**config.mk**
```make
export PLATFORM = sky130hd
export DESIGN_NAME = hbcc_top
export DESIGN_NICKNAME = d
export VERILOG_FILES = /design/src/shared/hbcc_pkg.sv /design/src/core/hbcc_top.sv /design/src/core/hbcc_sync.sv
export SDC_FILE = /design/constraint.sdc
export NUM_CORES = 1
export LEC_CHECK = 0
export ABC_AREA = 1
export BUFFER_PORTS_ARGS = -buffer_cell sky130_fd_sc_hd__buf_2
export CORE_ASPECT_RATIO = 0.75
export CORE_MARGIN = 5
export CORE_UTILIZATION = 50
export DETAILED_ROUTE_END_ITERATION = 8
export PLACE_DENSITY = 0.74
export SYNTH_ARGS = -nofsm -noshare
export SYNTH_HDL_FRONTEND = slang
export SYNTH_SLANG_ARGS = --single-unit
```
**constraint.sdc**
```tcl
create_clock -name clk_sys -period 5.9 [get_ports clk_sys]
set_input_delay 0 -clock clk_sys [delete_from_list [all_inputs] [get_ports clk_sys]]
set_output_delay 0 -clock clk_sys [all_outputs]
set_load 0.05 [all_outputs]
```
**src/shared/hbcc_pkg.sv**
```systemverilog
// constants and types shared by the half-bridge chopper control
package hbcc_pkg;

  // ----------------------------------------------------------------
  // sizes
  // ----------------------------------------------------------------
  localparam int CH_NUM = 4;
  localparam int CNT_W = 10;
  localparam int OCP_W = 6;
  localparam int STAB_W = 8;
  localparam int SYNC_W = 17;

  // ----------------------------------------------------------------
  // timing, in ns as printed, and derived cycle counts
  // ----------------------------------------------------------------
  localparam int CLK_PERIOD_NS = 50;
  localparam int BLANK_TIME_NS = 1000;
  localparam int OCP_TIME_NS = 1800;
  localparam int DEGLITCH_TIME_NS = 10000;
  localparam int PULSE_MIN_TIME_NS = 20000;
  localparam int PULSE_MAX_TIME_NS = 40000;
  localparam int OFF_LOW_TIME_NS = 7000;
  localparam int OFF_HIGH_TIME_NS = 16000;
  localparam int OFF_HIZ_TIME_NS = 24000;
  localparam int OFF_RES_TIME_NS = 32000;

  localparam logic [CNT_W-1:0] BLANK_CYC =
    CNT_W'((BLANK_TIME_NS + CLK_PERIOD_NS - 1) / CLK_PERIOD_NS);
  localparam logic [OCP_W-1:0] OCP_CYC =
    OCP_W'((OCP_TIME_NS + CLK_PERIOD_NS - 1) / CLK_PERIOD_NS);
  localparam logic [STAB_W-1:0] DEGLITCH_CYC =
    STAB_W'((DEGLITCH_TIME_NS + CLK_PERIOD_NS - 1) / CLK_PERIOD_NS);
  localparam logic [CNT_W-1:0] PULSE_MIN_CYC = CNT_W'(PULSE_MIN_TIME_NS / CLK_PERIOD_NS);
  localparam logic [CNT_W-1:0] PULSE_MAX_CYC = CNT_W'(PULSE_MAX_TIME_NS / CLK_PERIOD_NS);
  localparam logic [CNT_W-1:0] OFF_LOW_CYC = CNT_W'(OFF_LOW_TIME_NS / CLK_PERIOD_NS);
  localparam logic [CNT_W-1:0] OFF_HIGH_CYC = CNT_W'(OFF_HIGH_TIME_NS / CLK_PERIOD_NS);
  localparam logic [CNT_W-1:0] OFF_HIZ_CYC = CNT_W'(OFF_HIZ_TIME_NS / CLK_PERIOD_NS);
  localparam logic [CNT_W-1:0] OFF_RES_CYC = CNT_W'(OFF_RES_TIME_NS / CLK_PERIOD_NS);

  // ----------------------------------------------------------------
  // off-time select codes from the quad-level front end
  // ----------------------------------------------------------------
  localparam logic [1:0] TSEL_TIED_LOW = 2'h0;
  localparam logic [1:0] TSEL_TIED_HIGH = 2'h1;
  localparam logic [1:0] TSEL_HIZ = 2'h2;
  localparam logic [1:0] TSEL_RES_GND = 2'h3;
  localparam logic [1:0] TSEL_RESET = TSEL_TIED_LOW;

  // ----------------------------------------------------------------
  // types
  // ----------------------------------------------------------------
  typedef enum logic [4:0] {
    CH_OFF = 5'h01,
    CH_HIGH = 5'h02,
    CH_CHARGE = 5'h04,
    CH_DECAY = 5'h08,
    CH_TRIP = 5'h10
  } hbcc_ch_state_t;

  typedef struct packed {
    hbcc_ch_state_t st;
    logic [CNT_W-1:0] cnt;
    logic [OCP_W-1:0] ocpCnt;
    logic ocpLatch;
    logic hs;
    logic ls;
  } hbcc_ch_t;

  typedef struct packed {
    hbcc_ch_t [CH_NUM-1:0] ch;
    logic [1:0] tselCand;
    logic [1:0] tselApplied;
    logic [STAB_W-1:0] stableCnt;
    logic [CNT_W-1:0] lowCnt;
    logic lpPrev;
    logic thermLatch;
    logic faultOe;
  } hbcc_top_state_t;

  // ----------------------------------------------------------------
  // off-time in cycles for a select code
  // ----------------------------------------------------------------
  function automatic logic [CNT_W-1:0] hbcc_off_cycles(input logic [1:0] code);
    logic [CNT_W-1:0] cyc;
    cyc = OFF_LOW_CYC;
    case (code)
      TSEL_TIED_LOW: cyc = OFF_LOW_CYC;
      TSEL_TIED_HIGH: cyc = OFF_HIGH_CYC;
      TSEL_HIZ: cyc = OFF_HIZ_CYC;
      TSEL_RES_GND: cyc = OFF_RES_CYC;
      default: cyc = OFF_LOW_CYC;
    endcase
    return cyc;
  endfunction

endpackage

```
**src/core/hbcc_top.sv**
```systemverilog
// four-channel half-bridge control with fixed off-time chopping
//
// What this block does
// - each output drives high side when its phase is high, low side when low
// - low-power request low puts every output in high impedance
// - phase low keeps low side on until current reaches chop threshold
// - at threshold, low side off and high side on for selected off-time
// - off-time over: low side on again, cycle repeats while phase low
// - new off-time selection applies only after 10 us stable
// - comparator ignored about 1 us after each low-side enable; minimum on-time
// - outputs 1 and 2 use reference a, outputs 3 and 4 reference b
// - chopping keeps regulating with phase held low continuously
// - fault flag pulled low on any fault, released when supply fault gone and thermal and overcurrent latches cleared
// - off-time codes give 7, 16, 24 and 32 us
// - overcurrent lasting 1.8 us disables that bridge and latches a fault
// - low pulse between 20 and 40 us clears latched faults
`timescale 1ns/1ns
module hbcc_top (
  input wire logic clk_sys,
  input wire logic sys_rst,
  input wire logic lowPowerRequest,
  input wire logic [hbcc_pkg::CH_NUM-1:0] phaseInput,
  input wire logic [1:0] offTimeSelect,
  input wire logic [1:0] chopThresholdRefA,
  input wire logic [1:0] chopThresholdRefB,
  input wire logic [hbcc_pkg::CH_NUM-1:0] overcurrentTrip,
  input wire logic supplyFault,
  input wire logic thermalFault,
  output logic [hbcc_pkg::CH_NUM-1:0] highSideOn,
  output logic [hbcc_pkg::CH_NUM-1:0] lowSideOn,
  output logic faultFlagLowOut,
  output logic faultFlagLowOe
);
  import hbcc_pkg::*;

  // ----------------------------------------------------------------
  // input synchronisation
  // ----------------------------------------------------------------
  logic [SYNC_W-1:0] rawIn;
  logic [SYNC_W-1:0] syncIn;
  logic [CH_NUM-1:0] phaseS;
  logic lowPowerS;
  logic [1:0] tselS;
  logic [CH_NUM-1:0] cmpS;
  logic [CH_NUM-1:0] ocS;
  logic supplyS;
  logic thermS;

  assign rawIn = {phaseInput, lowPowerRequest, offTimeSelect, chopThresholdRefB,
                  chopThresholdRefA, overcurrentTrip, supplyFault, thermalFault};

  hbcc_sync #(
    .WIDTH(SYNC_W)
  ) u_sync (
    .clk_sys(clk_sys),
    .sys_rst(sys_rst),
    .asyncIn(rawIn),
    .syncOut(syncIn)
  );

  // channels 0..1 see reference a, 2..3 see reference b
  assign {phaseS, lowPowerS, tselS, cmpS, ocS, supplyS, thermS} = syncIn;

  // ----------------------------------------------------------------
  // state
  // ----------------------------------------------------------------
  hbcc_top_state_t state_reg;
  hbcc_top_state_t state_next;
  logic clearPulse;
  logic chanEnable;
  logic [CNT_W-1:0] offCyc;

  always_comb begin
    state_next = state_reg;
    clearPulse = 1'b0;
    chanEnable = 1'b0;
    offCyc = hbcc_off_cycles(state_reg.tselApplied);

    // --------------------------------------------------------------
    // off-time select deglitch
    // --------------------------------------------------------------
    if (tselS != state_reg.tselCand) begin
      state_next.tselCand = tselS;
      state_next.stableCnt = '0;
    end else if (state_reg.tselCand != state_reg.tselApplied) begin
      if (state_reg.stableCnt == DEGLITCH_CYC - 1'b1) begin
        state_next.tselApplied = state_reg.tselCand;
        state_next.stableCnt = '0;
      end else begin
        state_next.stableCnt = state_reg.stableCnt + 1'b1;
      end
    end

    // --------------------------------------------------------------
    // low-power request: low-time measure and fault clear
    // --------------------------------------------------------------
    if (!lowPowerS) begin
      if (state_reg.lowCnt != PULSE_MAX_CYC) begin
        state_next.lowCnt = state_reg.lowCnt + 1'b1;
      end
    end else begin
      state_next.lowCnt = '0;
    end
    // longer low (sleep) also clears, as logic restarts on wake
    clearPulse = lowPowerS && !state_reg.lpPrev
                 && (state_reg.lowCnt > PULSE_MIN_CYC);
    state_next.lpPrev = lowPowerS;

    // thermal fault latches; a new event wins over a clear
    if (thermS) begin
      state_next.thermLatch = 1'b1;
    end else if (clearPulse) begin
      state_next.thermLatch = 1'b0;
    end

    chanEnable = lowPowerS && !supplyS && !thermS && !state_reg.thermLatch;

    // --------------------------------------------------------------
    // per-channel bridge and chopper
    // --------------------------------------------------------------
    for (int i = 0; i < CH_NUM; i++) begin
      // overcurrent deglitch and latch
      if (ocS[i]) begin
        if (state_reg.ch[i].ocpCnt != OCP_CYC) begin
          state_next.ch[i].ocpCnt = state_reg.ch[i].ocpCnt + 1'b1;
        end
      end else begin
        state_next.ch[i].ocpCnt = '0;
      end
      // set holds against a clear while the overcurrent persists
      if (ocS[i] && state_reg.ch[i].ocpCnt >= OCP_CYC - 1'b1) begin
        state_next.ch[i].ocpLatch = 1'b1;
      end else if (clearPulse) begin
        state_next.ch[i].ocpLatch = 1'b0;
      end

      case (state_reg.ch[i].st)
        CH_OFF: begin
          if (chanEnable) begin
            state_next.ch[i].cnt = '0;
            if (phaseS[i]) begin
              state_next.ch[i].st = CH_HIGH;
            end else begin
              state_next.ch[i].st = CH_CHARGE;
            end
          end
        end
        CH_HIGH: begin
          if (!phaseS[i]) begin
            state_next.ch[i].st = CH_CHARGE;
            state_next.ch[i].cnt = '0;
          end
        end
        CH_CHARGE: begin
          if (phaseS[i]) begin
            state_next.ch[i].st = CH_HIGH;
          end else if (state_reg.ch[i].cnt != BLANK_CYC - 1'b1) begin
            state_next.ch[i].cnt = state_reg.ch[i].cnt + 1'b1;
          end else if (cmpS[i]) begin
            state_next.ch[i].st = CH_DECAY;
            state_next.ch[i].cnt = '0;
          end
        end
        CH_DECAY: begin
          if (phaseS[i]) begin
            state_next.ch[i].st = CH_HIGH;
          end else if (state_reg.ch[i].cnt >= offCyc - 1'b1) begin
            state_next.ch[i].st = CH_CHARGE;
            state_next.ch[i].cnt = '0;
          end else begin
            state_next.ch[i].cnt = state_reg.ch[i].cnt + 1'b1;
          end
        end
        CH_TRIP: begin
          if (!state_next.ch[i].ocpLatch) begin
            state_next.ch[i].st = CH_OFF;
          end
        end
        default: begin
          state_next.ch[i].st = CH_OFF;
          state_next.ch[i].cnt = '0;
        end
      endcase

      // faults and sleep override the chopper
      if (state_next.ch[i].ocpLatch) begin
        state_next.ch[i].st = CH_TRIP;
        state_next.ch[i].cnt = '0;
      end else if (!chanEnable) begin
        state_next.ch[i].st = CH_OFF;
        state_next.ch[i].cnt = '0;
      end

      state_next.ch[i].hs = (state_next.ch[i].st == CH_HIGH)
                            || (state_next.ch[i].st == CH_DECAY);
      state_next.ch[i].ls = (state_next.ch[i].st == CH_CHARGE);
    end

    // --------------------------------------------------------------
    // fault flag
    // --------------------------------------------------------------
    state_next.faultOe = supplyS || state_next.thermLatch;
    for (int i = 0; i < CH_NUM; i++) begin
      if (state_next.ch[i].ocpLatch) begin
        state_next.faultOe = 1'b1;
      end
    end
  end

  always_ff @(posedge clk_sys) begin
    if (sys_rst) begin
      state_reg <= '0;
      state_reg.tselCand <= TSEL_RESET;
      state_reg.tselApplied <= TSEL_RESET;
      for (int i = 0; i < CH_NUM; i++) begin
        state_reg.ch[i].st <= CH_OFF;
      end
    end else begin
      state_reg <= state_next;
    end
  end

  // ----------------------------------------------------------------
  // outputs
  // ----------------------------------------------------------------
  always_comb begin
    for (int i = 0; i < CH_NUM; i++) begin
      highSideOn[i] = state_reg.ch[i].hs;
      lowSideOn[i] = state_reg.ch[i].ls;
    end
  end

  // open drain: only ever pulls low
  assign faultFlagLowOut = 1'b0;
  assign faultFlagLowOe = state_reg.faultOe;

endmodule // hbcc_top

```
**src/core/hbcc_sync.sv**
```systemverilog
// two-flop synchroniser for pin inputs
`timescale 1ns/1ns
module hbcc_sync #(
  parameter int WIDTH = 1
) (
  input wire logic clk_sys,
  input wire logic sys_rst,
  input wire logic [WIDTH-1:0] asyncIn,
  output logic [WIDTH-1:0] syncOut
);

  typedef struct packed {
    logic [WIDTH-1:0] stage1;
    logic [WIDTH-1:0] stage2;
  } hbcc_sync_state_t;

  hbcc_sync_state_t state_reg;
  hbcc_sync_state_t state_next;

  always_comb begin
    state_next = state_reg;
    state_next.stage1 = asyncIn;
    state_next.stage2 = state_reg.stage1;
  end

  always_ff @(posedge clk_sys) begin
    if (sys_rst) begin
      state_reg <= '0;
    end else begin
      state_reg <= state_next;
    end
  end

  assign syncOut = state_reg.stage2;

endmodule // hbcc_sync

```
==> reports/results.tsv, run 1 <==
stage	metric	value	unit
sta	Final Cycle Share	45.0	%
synthesis	commonest cells in the netlist	nand2_1 (215), nor2_1 (206), inv_1 (167)	
synthesis	post-synth top area share	38.3	%
pwr	Leakage	3.97	nW
place	DP Area	0.00836	mm^2
grt	grt ovf	0	
synthesis	Syn Std Cell Area	0.00810	mm^2
synthesis	Synth cell types	45	
hold_path	worst min-delay path endpoint	state_reg[46]	
clocking	clk sink count	155	
detailed_routing	WL final	17.1	mm
worst_setup_path	CP required	6.20	ns
finish	fraction of layout instances using a drive strength above 1	9.22	%
clocking	maximum buffer depth of the clock tree	2	
place	dpl cells	1377	
clocking	hold-fix buffer count after cts	17	
synthesis	Primary FF master, synth	dfxtp_1	
finish	FF+latch area	0.00310	mm^2
detailed_routing	Routed WL per cell	12.0	um
sta	Hold Fails Final Rpt	0	
clocking	Clock Pin Slew Worst Setup and Hold Paths	0.06	ns
run_status	status	complete, no violations	
worst_setup_path	critical path class	reg -> reg	
detailed_routing	Initial DRC Count	503	
clocking	post-CTS setup repair buffer count	0	
sta	worst-margin pin slew	0.760	ns
hold_path	Worst Hold Class	in -> reg	
finish	area occupied by multi-input gates	0.00420	mm^2
synthesis	Async S/R FF share, synth	0	%
die	core box area	0.0160	mm^2
detailed_routing	DR vias	7169	
synthesis	most frequent cell after synthesis	nand2_1	
pwr	Clk pwr share	48.4	%
clocking	TritonCTS Buffers	17	
worst_setup_path	WP data arrival	2.96	ns
synthesis	top cell type by total area after synthesis	dfxtp_1	
sta	final setup fails	0	
place	PortBufs	27	
worst_setup_path	crit path capture type	register	
flow_run	count of max-cap constraint violations	0	
die	die footprint	0.0189	mm^2
synthesis	syn_nets	1217	
place	Post-DP HPWL	12.4	mm
grt	antenna violations before repair	0	
synthesis	syn_area_per_cell	6.97	um^2
pwr	sw frac	22.5	%
finish	nets	1258	
finish	Finished Layout Cells	1425	
place	Final GP Congestion	0.940	
finish	fill cell count	1484	
synthesis	sequential area share after synthesis	38.3	%
pwr	Logic pwr share	3.6	%
hold_path	hold path depth	2	
synthesis	dominant cells by area after synthesis	dfxtp_1 (38%), nand2_1 (10%), nor2_1 (9.6%), inv_1 (7.7%), nand3_1 (6.4%)	
synthesis	flops & latches, synth	155	
grt	total track usage	19.0	%
finish	number of flip-flops in the largest register	112	
worst_setup_path	flop2flop setup slack	3.24	ns
sta	Period minus WS final	2.66	ns
sta	Fmax	0.376	GHz
synthesis	Synth warnings	0	
sta	Setup Total Neg Slack	0	ns
clocking	worst-skew pair later-pin latency	0.43	ns
synthesis	EDFF count, synth	0	
die	Initial Util	50.7	%
clocking	number of gates resized after cts	0	
finish	Antenna Diode Count	0	
clocking	CTS tree	done	
grt	largest net degree at the start of global routing	38	
synthesis	cells after synthesis	1162	
detailed_routing	post-route ant nets	0	
clocking	H-tree levels	4	
detailed_routing	number of remaining DRC errors	0	
worst_setup_path	Reg-to-Reg Start	state_reg[21]	
worst_setup_path	CP Max Fanout	8	
sta	Slew Limit Fails	0	
die	Top-Level Pins	29	
die	chip height	120	um
grt	wire length of the first global-routing pass	29.7	mm
hold_path	hold path start	sys_rst	
finish	cell area after layout	0.00911	mm^2
pwr	NetSw	0.504	mW
die	# rows	40	
worst_setup_path	R2R depth	13	
pwr	P_int	1.73	mW
pwr	Peak supply drop	0.177	mV
sta	RSZ-0062 raised after global routing	no	
worst_setup_path	CP Launch Type	register	
clocking	CTS root buffer	clkbuf_16	
sta	clk_skew	0.0117	ns
pwr	PD cells	245	mW/mm^2
pwr	sequential power share	48.1	%
die	Die W	157	um
detailed_routing	DRT Pass-1 Iters	5	
finish	P&R area growth vs syn	12.6	%
sta	Relative slew margins	48.9	%
detailed_routing	Vias/cell	5.03	
grt	vias in the first global route	6462	
worst_setup_path	reg2reg end	state_reg[111]	
==> worst max-delay path by stage <==
stage             startpoint        endpoint  slack [ns]
2_1_floorplan  state_reg[21]  state_reg[109]        3.65
3_3_place_gp   state_reg[21]  state_reg[114]        3.33
3_5_place_dp   state_reg[21]  state_reg[111]        3.22
4_1_cts        state_reg[21]  state_reg[111]        3.21
5_1_grt        state_reg[21]  state_reg[111]        2.92
6_report       state_reg[21]  state_reg[111]        3.24
==> cell families after synthesis <==
kind of cell	synth area share [%]
buffers and inverters	9.83
and+or+nand+nor	35.9
AOI/OAI and AO/OA	7.43
xor gates and xnor gates	2.92
DFF	38.3
adders and majority gates	5.56
other	0.0463
==> placed cells by master (no fill, tap or decap), drive strengths merged <==
cell	n
a211oi	4
a21boi	1
a21oi	62
and2	2
and3	1
buf	28
bufinv	2
clkbuf	19
clkinv	5
clkinvlp	2
conb	1
dfxtp	155
dlygate4sd3	17
ha	36
inv	178
nand2	228
nand3	109
nand3b	5
nand4	30
nor2	221
nor3	27
nor3b	4
nor4	3
nor4b	1
o21a	1
o21ai	31
o21bai	8
o31a	1
or2	6
xnor2	7
xor2	20
==> layer usage <==
metal  share of wire (%)  vias up  GRT usage (%)  wire, um
li1                    -     3763              -         -
met2                  43      180           29.0      7280
met3                 5.3       22           3.54       898
met1                  51     3204           27.2      8640
met5                   0        -              0         0
met4                 1.4        0           5.91       235
==> per-stage QoR <==
| stage | total power [mW] | utilization [%] | hold WS [ns] | setup slack, ns |
|---|---|---|---|---|
| final | 2.23 | 57.1 | 0.0475 | 3.24 |
| after global routing | 2.32 | 57.1 | 0.0725 | 2.92 |
| after CTS | 2.26 | 57.1 | 0.0397 | 3.21 |
| after detailed placement | 1.17 | 52.4 | 0.208 | 3.22 |
| after global placement | 1.17 | 52.4 | 0.201 | 3.33 |
| after floorplan | 1.15 | - | 0.107 | 3.65 |
==> layout make-up <==
class                           instances  area share, %
Clock buffer                           19           4.86
Timing Repair Buffer                   45           3.43
Tap cell                              210           2.88
Clock inverter                         12           1.51
Sequential cell                       155           34.1
Inverter                              175           7.21
Multi-Input combinational cell        809           46.1
==> power by group through the flow <==
stage	Clock [mW]	Combinational [mW]	Sequential (mW)
floorplan	0	0.0524	1.10
detailed placement	0	0.0710	1.10
finish	1.08	0.0799	1.07
global placement	0	0.0696	1.10
CTS	1.10	0.0802	1.07
global route	1.15	0.0921	1.07
==> critical path, cell delays in order (launching register included) <==
cell and delay [ns]:
dfxtp_1 0.51, inv_1 0.24, ha_1 0.33, inv_1 0.09, ha_1 0.31, nand2_1 0.05
nor2_1 0.12, nand2_1 0.07, nor2_1 0.12, nand3_1 0.11, nand4_1 0.11, nand2_1 0.13
nor2_2 0.26, nor2_1 0.09
Note: power is estimated with default switching activity, not from simulation.
==> inputs of run 2 (changes only) <==
ABC_AREA = 0   (was 1)
clock period = 2.6 ns   (was 5.9 ns; I/O delays follow)
==> run 2 against run 1 <==
Core utilization rose by 1.2 points. Combinational power increased by 120%. Critical endpoint is now state_reg[59]. Largest power group unchanged. First-iteration DRC count shrank 9.5%. Non-clock buffer count increased by 21. Fmax is 7.6% higher.
==> reports/results.tsv, run 2 <==
stage	metric	value	unit	change
run_status	status	complete, no violations		unchanged
synthesis	top cell type by total area after synthesis	dfxtp_1		unchanged
finish	Antenna Diode Count	0		unchanged
sta	Relative slew margins	59.6	%	was 48.9%
synthesis	Synth cell types	81		was 45
detailed_routing	WL final	15.7	mm	was 17.1 mm
synthesis	Syn Std Cell Area	0.00761	mm^2	was 0.00810 mm^2
finish	commonest non-fill, non-tap cell in the layout	dfxtp_1		was nand2_1
sta	Hold Fails Final Rpt	0		unchanged
sta	Period minus WS final	2.47	ns	was 2.66 ns
sta	RSZ-0062 raised after global routing	no		unchanged
detailed_routing	Routed WL per cell	13.6	um	was 12.0 um
detailed_routing	number of remaining DRC errors	0		unchanged
clocking	worst-skew pair later-pin latency	0.42	ns	was 0.43 ns
grt	grt ovf	0		unchanged
clocking	TritonCTS Buffers	17		unchanged
worst_setup_path	CP required	2.95	ns	was 6.20 ns
detailed_routing	Vias/cell	5.41		was 5.03
die	# rows	39		was 40
finish	P&R area growth vs syn	15.4	%	was 12.6%
sta	worst-margin pin slew	0.603	ns	was 0.760 ns
worst_setup_path	CP Max Fanout	10		was 8
finish	cell area after layout	0.00878	mm^2	was 0.00911 mm^2
pwr	P_int	3.93	mW	was 1.73 mW
finish	number of flip-flops in the largest register	112		unchanged
worst_setup_path	crit path capture type	register		unchanged
die	core box area	0.0151	mm^2	was 0.0160 mm^2
clocking	Clock Pin Slew Worst Setup and Hold Paths	0.06	ns	about the same
place	DP Area	0.00797	mm^2	was 0.00836 mm^2
pwr	Pwr Total	5.10	mW	was 2.23 mW
grt	total track usage	18.2	%	was 19.0%
synthesis	commonest cells in the netlist	dfxtp_1 (155), nor2_1 (107), a21oi_1 (63)		was nand2_1 (215), nor2_1 (206), inv_1 (167)
clocking	CTS root buffer	clkbuf_16		unchanged
synthesis	post-synth top area share	40.8	%	was 38.3%
clocking	maximum buffer depth of the clock tree	2		unchanged
pwr	Logic pwr share	3.4	%	was 3.6%
worst_setup_path	Reg-to-Reg Start	state_reg[21]		unchanged
hold_path	Worst Hold Class	in -> reg		unchanged
flow_run	count of max-cap constraint violations	0		unchanged
place	Post-DP HPWL	10.6	mm	was 12.4 mm
worst_setup_path	Setup crit start	state_reg[21]		unchanged
die	die footprint	0.0178	mm^2	was 0.0189 mm^2
pwr	Leakage	3.36	nW	was 3.97 nW
grt	wire length of the first global-routing pass	27.4	mm	was 29.7 mm
synthesis	syn_nets	936		was 1217
synthesis	Primary FF master, synth	dfxtp_1		unchanged
sta	Final Cycle Share	95.0	%	was 45.0%
sta	final hold slack	0.319	ns	was 0.0475 ns
pwr	PD cells	580	mW/mm^2	was 245 mW/mm^2
pwr	Peak supply drop	0.464	mV	was 0.177 mV
synthesis	cells after synthesis	881		was 1162
die	Top-Level Pins	29		unchanged
grt	largest net degree at the start of global routing	55		was 38
worst_setup_path	flop2flop setup slack	0.13	ns	was 3.24 ns
place	PortBufs	27		unchanged
worst_setup_path	CP Launch Type	register		unchanged
place	Final GP Congestion	0.826		was 0.940
sta	final setup fails	0		unchanged
die	chip height	117	um	was 120 um
worst_setup_path	R2R depth	10		was 13
pwr	sw frac	23.0	%	was 22.5%
finish	fraction of layout instances using a drive strength above 1	12.7	%	was 9.22%
clocking	CTS tree	done		unchanged
worst_setup_path	reg2reg end	state_reg[59]		was state_reg[111]
synthesis	most frequent cell after synthesis	dfxtp_1		was nand2_1
sta	Slew Limit Fails	0		unchanged
clocking	H-tree levels	4		unchanged
detailed_routing	DRT Pass-1 Iters	5		unchanged
sta	clk_skew	0.00699	ns	was 0.0117 ns
finish	commonest non-fill, non-tap cells in the layout	dfxtp_1 (154), nor2_1 (107), a21oi_1 (62)		was nand2_1 (215), nor2_1 (206), inv_1 (167)
grt	vias in the first global route	5787		was 6462
synthesis	Async S/R FF share, synth	0	%	unchanged
die	Initial Util	50.5	%	was 50.7%
synthesis	sequential area share after synthesis	40.8	%	was 38.3%
detailed_routing	post-route ant nets	0		unchanged
synthesis	flops & latches, synth	155		unchanged
pwr	Clk pwr share	48.7	%	was 48.4%
synthesis	Synth warnings	0		unchanged
grt	antenna violations before repair	0		unchanged
synthesis	dominant cells by area after synthesis	dfxtp_1 (41%), ha_1 (5.9%), nor2_1 (5.3%), a21oi_1 (4.1%), xnor2_1 (3.7%)		was dfxtp_1 (38%), nand2_1 (10%), nor2_1 (9.6%), inv_1 (7.7%), nand3_1 (6.4%)
die	Die W	152	um	was 157 um
worst_setup_path	WP data arrival	2.82	ns	was 2.96 ns
worst_setup_path	critical path class	reg -> reg		unchanged
finish	nets	988		was 1258
detailed_routing	DR vias	6223		was 7169
pwr	sequential power share	47.9	%	was 48.1%
synthesis	EDFF count, synth	0		unchanged
sta	Setup Total Neg Slack	0	ns	unchanged
synthesis	syn_area_per_cell	8.64	um^2	was 6.97 um^2
pwr	NetSw	1.17	mW	was 0.504 mW
sta	Fmax	0.405	GHz	was 0.376 GHz
detailed_routing	Initial DRC Count	455		was 503
clocking	clk sink count	155		unchanged
worst_setup_path	Critical Path Sink	state_reg[59]		was state_reg[111]
==> run 2: changes by cell type in the layout (fill, tap and decap cells not counted), moves of 15 or more <==
| cell | previous run | this run |
|---|---|---|
| xnor2_1 | 7 | 32 |
| inv_1 | 167 | 34 |
| and3_1 | 1 | 23 |
| nand3_1 | 104 | 40 |
| buf_4 | 1 | 20 |
| nand2_1 | 215 | 53 |
| nor2b_1 | 0 | 44 |
| nand3b_1 | 4 | 19 |
| nor2_1 | 206 | 107 |
| o21ai_0 | 26 | 42 |
| nand4_1 | 29 | 11 |
==> run 2: critical path: stages, from the launching register on <==
cell and delay [ns]:
dfxtp_1 0.35, inv_2 0.08, ha_1 0.30, inv_2 0.10, ha_1 0.26, a21o_1 0.19, a221oi_2 0.34, o211ai_1 0.19
buf_4 0.22, a211o_1 0.25, a21oi_1 0.13
==> run 2: final cells by class <==
class | count | area, um^2
inverters | 37 | 139
repair buffers | 66 | 477
clock buffers | 17 | 425
fillers | 1290 | 6290
clock inverters | 14 | 161
flip-flops and latches | 155 | 3100
well taps | 205 | 256
multi-input cells | 656 | 4220
==> run 2: cell families after synthesis <==
| logic type | after synthesis | synth area share, % |
|---|---|---|
| AO/OA/AOI/OAI | 185 | 16.0 |
| XOR/XNOR | 55 | 6.33 |
| adder cells (fa/ha/maj) | 38 | 6.18 |
| buffers and inverters | 70 | 4.03 |
| flip-flops | 155 | 40.8 |
| multiplexers | 7 | 0.953 |
| other | 1 | 0.0493 |
| AND/OR/NAND/NOR | 370 | 25.8 |
==> run 2: worst min path at each step <==
stage	start	to	slack (ns)	cells past startpoint
6_report	phaseInput[0]	u_sync.state_next[13]	0.32	3
5_1_grt	phaseInput[3]	u_sync.state_next[16]	0.33	3
4_1_cts	phaseInput[0]	u_sync.state_next[13]	0.31	3
3_5_place_dp	offTimeSelect[0]	u_sync.state_next[10]	0.21	2
3_3_place_gp	overcurrentTrip[2]	u_sync.state_next[4]	0.21	2
2_1_floorplan	thermalFault	u_sync.state_next[0]	0.13	1
==> run 2: what timing repair did <==
action	CTS	global route
setup buffers	0	3
hold buffers	18	0
gates resized for setup	1	8
endpoints found under the hold margin	21	0
pin swaps	0	4
endpoints found under the setup margin	5	32
==> run 2: per-stage QoR <==
stage,worst slack [ns],utilization (%),instances
2_1_floorplan,0.0156,-,881
3_3_place_gp,0.153,52.9,1098
3_5_place_dp,0.0357,52.9,1098
4_1_cts,0.0379,58.0,1147
5_1_grt,0.0163,58.3,1150
6_report,0.131,58.3,1150
==> run 2: layer usage <==
layer  track usage (%)  wire, um  vias up
li1                  -         -     3190
met1              26.2      8010     2870
met2              28.0      6740      155
met3              4.41       792        8
met4              4.51       104        0
met5                 0         0        -
==> run 2: power groups by stage <==
stage          clock network, mW  registers (mW)  logic [mW]
2_1_floorplan                  0            2.49       0.116
3_3_place_gp                   0            2.49       0.150
3_5_place_dp                   0            2.49       0.152
4_1_cts                     2.53            2.44       0.173
5_1_grt                     2.64            2.45       0.194
6_report                    2.48            2.44       0.172
==> inputs of run 3 (changes only) <==
ABC_CLOCK_PERIOD_IN_PS = 2600   (was not set)
PLACE_DENSITY = 0.75   (was 0.74)
==> run 3 against run 2 <==
Critical path depth shrank 1. Sequential share of layout area shrank 0.12 points. Critical endpoint is now state_reg[112]. Via count grew 1.2%. First-iteration DRC count shrank 1.1%. Largest cell class unchanged. Combinational power grew 5%. Final area grew 0.33%. Cell count grew 0.17%. Core utilization grew 0.19 points. Highest routed layer unchanged. Clock skew grew 0.0023 ns. Flip-flop and latch count is the same. Worst setup slack gained 0.032 ns. Die area is the same.
==> reports/results.tsv, run 3 (synthesis gave the netlist of run 2 again) <==
stage	metric	value	unit	change
run_status	status	complete, no violations		unchanged
finish	fraction of layout instances using a drive strength above 1	12.9	%	was 12.7%
finish	nets	989		was 988
die	chip height	117	um	unchanged
place	DP Area	0.00797	mm^2	unchanged
sta	final setup fails	0		unchanged
pwr	Peak supply drop	0.407	mV	was 0.464 mV
finish	cell area after layout	0.00881	mm^2	was 0.00878 mm^2
worst_setup_path	slowest CP cell	or3b_2		was dfxtp_1
worst_setup_path	reg2reg end	state_reg[112]		was state_reg[59]
worst_setup_path	WP data arrival	2.73	ns	was 2.82 ns
sta	Final Cycle Share	93.7	%	was 95.0%
finish	commonest non-fill, non-tap cells in the layout	dfxtp_1 (154), nor2_1 (107), a21oi_1 (61)		was dfxtp_1 (154), nor2_1 (107), a21oi_1 (62)
worst_setup_path	R2R depth	9		was 10
detailed_routing	DR vias	6300		was 6223
detailed_routing	Routed WL per cell	13.9	um	was 13.6 um
finish	P&R area growth vs syn	15.8	%	was 15.4%
grt	vias in the first global route	5705		was 5787
hold_path	hold path start	chopThresholdRefA[0]		was phaseInput[0]
detailed_routing	Vias/cell	5.47		was 5.41
die	Die W	152	um	unchanged
finish	number of flip-flops in the largest register	112		unchanged
flow_run	count of max-cap constraint violations	0		unchanged
detailed_routing	number of remaining DRC errors	0		unchanged
sta	Setup Total Neg Slack	0	ns	unchanged
clocking	CTS tree	done		unchanged
detailed_routing	DRT Pass-1 Iters	5		unchanged
die	# rows	39		unchanged
place	Place WS	0.0840	ns	was 0.0357 ns
pwr	Logic pwr share	3.6	%	was 3.4%
grt	antenna violations before repair	0		unchanged
die	die footprint	0.0178	mm^2	unchanged
worst_setup_path	CP Max Fanout	8		was 10
finish	fill cell count	1264		was 1290
sta	Hold Fails Final Rpt	0		unchanged
clocking	clk sink count	155		unchanged
sta	clk_skew	0.00925	ns	was 0.00699 ns
finish	commonest non-fill, non-tap cell in the layout	dfxtp_1		unchanged
sta	Fmax	0.410	GHz	was 0.405 GHz
hold_path	hold path depth	3		unchanged
clocking	H-tree levels	4		unchanged
sta	Relative slew margins	61.8	%	was 59.6%
clocking	maximum buffer depth of the clock tree	2		unchanged
hold_path	Worst Hold Class	in -> reg		unchanged
worst_setup_path	CP Launch Type	register		unchanged
grt	grt ovf	0		unchanged
clocking	CTS root buffer	clkbuf_16		unchanged
worst_setup_path	crit-path max cell delay	0.46	ns	was 0.35 ns
worst_setup_path	crit path capture type	register		unchanged
sta	Period minus WS final	2.44	ns	was 2.47 ns
worst_setup_path	CP required	2.89	ns	was 2.95 ns
pwr	sw frac	23.9	%	was 23.0%
pwr	Leakage	3.36	nW	about the same
grt	total track usage	18.1	%	was 18.2%
sta	worst-margin pin slew	0.573	ns	was 0.603 ns
sta	Setup WS post-layout	0.163	ns	was 0.131 ns
clocking	TritonCTS Buffers	17		unchanged
worst_setup_path	crit path cell chain	inv_2 -> ha_1 -> or3b_2 -> a21oi_1 -> o211ai_1 -> nand4b_1 -> o21ai_0 -> o211ai_2 -> nor2_1		was inv_2 -> ha_1 -> inv_2 -> ha_1 -> a21o_1 -> a221oi_2 -> o211ai_1 -> buf_4 -> a211o_1 -> a21oi_1
detailed_routing	post-route ant nets	0		unchanged
pwr	P_int	3.86	mW	was 3.93 mW
hold_path	worst min-delay path endpoint	u_sync.state_next[6]		was u_sync.state_next[13]
pwr	NetSw	1.21	mW	was 1.17 mW
grt	wire length of the first global-routing pass	27.0	mm	was 27.4 mm
place	Final GP Congestion	0.850		was 0.826
die	Top-Level Pins	29		unchanged
worst_setup_path	Setup crit start	state_reg[21]		unchanged
worst_setup_path	flop2flop setup slack	0.16	ns	was 0.13 ns
clocking	worst-skew pair later-pin latency	0.42	ns	about the same
place	PortBufs	27		unchanged
pwr	Clk pwr share	48.2	%	was 48.7%
detailed_routing	Initial DRC Count	450		was 455
die	Initial Util	50.5	%	unchanged
die	core box area	0.0151	mm^2	unchanged
worst_setup_path	CP Buf/Inv Count	1		was 3
pwr	sequential power share	48.2	%	was 47.9%
worst_setup_path	critical path class	reg -> reg		unchanged
finish	Antenna Diode Count	0		unchanged
clocking	Clock Pin Slew Worst Setup and Hold Paths	0.07	ns	was 0.06 ns
pwr	PD cells	575	mW/mm^2	was 580 mW/mm^2
worst_setup_path	Largest delay share family, worst path	compound AO/OA/AOI/OAI gates		unchanged
worst_setup_path	Reg-to-Reg Start	state_reg[21]		unchanged
place	Post-DP HPWL	10.7	mm	was 10.6 mm
sta	Slew Limit Fails	0		unchanged
grt	largest net degree at the start of global routing	56		was 55
detailed_routing	WL final	16.0	mm	was 15.7 mm
run 3: area by class of cell:
type / instances / area (um^2) / share of cell area, %
multi-input combinational: 656 / 4260 / 48.3
sequential: 155 / 3100 / 35.2
timing repair buffer: 67 / 480 / 5.45
clock buffer: 18 / 429 / 4.87
tap: 205 / 256 / 2.91
clock inverter: 14 / 149 / 1.69
inverter: 37 / 139 / 1.58
run 3: worst max path at each step:
stage,endpoint,slack (ns),cells past startpoint
floorplan,state_reg[59],0.02,10
global placement,state_reg[61],0.17,10
detailed placement,state_reg[60],0.08,10
CTS,state_reg[119],0.04,9
global route,state_reg[36],-0.007,10
finish,state_reg[112],0.16,9
run 3: per-layer routing:
metal | global-route usage, % | wire length (um) | up-vias
li1 | - | - | 3201
met1 | 25.3 | 8000 | 2904
met2 | 28.8 | 7070 | 169
met3 | 3.75 | 719 | 26
met4 | 5.46 | 232 | 0
met5 | 0 | 0 | -
run 3: worst reg2reg max path, delay by kind of cell, from the launching register on:
family | cells | cell delay [ns]
AO/OA/AOI/OAI | 4 | 0.90
adder cells (fa/ha/maj) | 1 | 0.27
AND/OR/NAND/NOR | 3 | 0.75
flip-flops | 1 | 0.32
buffers and inverters | 1 | 0.07
run 3: what timing repair did:
action / 4_1_cts / 5_1_grt
hold buffers: 19 / 0
hold endpoints to repair: 19 / 0
setup buffers: 0 / 2
resized for setup: 1 / 13
setup endpoints to repair: 1 / 28
pin swaps: 0 / 7
gates cloned: 0 / 1
run 3: power groups by stage:
stage / combinational [mW] / sequential, mW / clock, mW
after global placement: 0.154 / 2.49 / 0
final: 0.181 / 2.44 / 2.44
after detailed placement: 0.158 / 2.49 / 0
after floorplan: 0.116 / 2.49 / 0
after global routing: 0.203 / 2.44 / 2.60
after CTS: 0.180 / 2.44 / 2.48
run 3: through the flow:
| stage | std cells | util, % | power, mW | hold slack, ns |
|---|---|---|---|---|
| 5_1_grt | 1152 | 58.5 | 5.25 | 0.347 |
| 2_1_floorplan | 881 | - | 2.61 | 0.128 |
| 4_1_cts | 1149 | 58.0 | 5.10 | 0.313 |
| 3_3_place_gp | 1098 | 52.9 | 2.65 | 0.207 |
| 6_report | 1152 | 58.5 | 5.06 | 0.320 |
| 3_5_place_dp | 1098 | 52.9 | 2.65 | 0.214 |
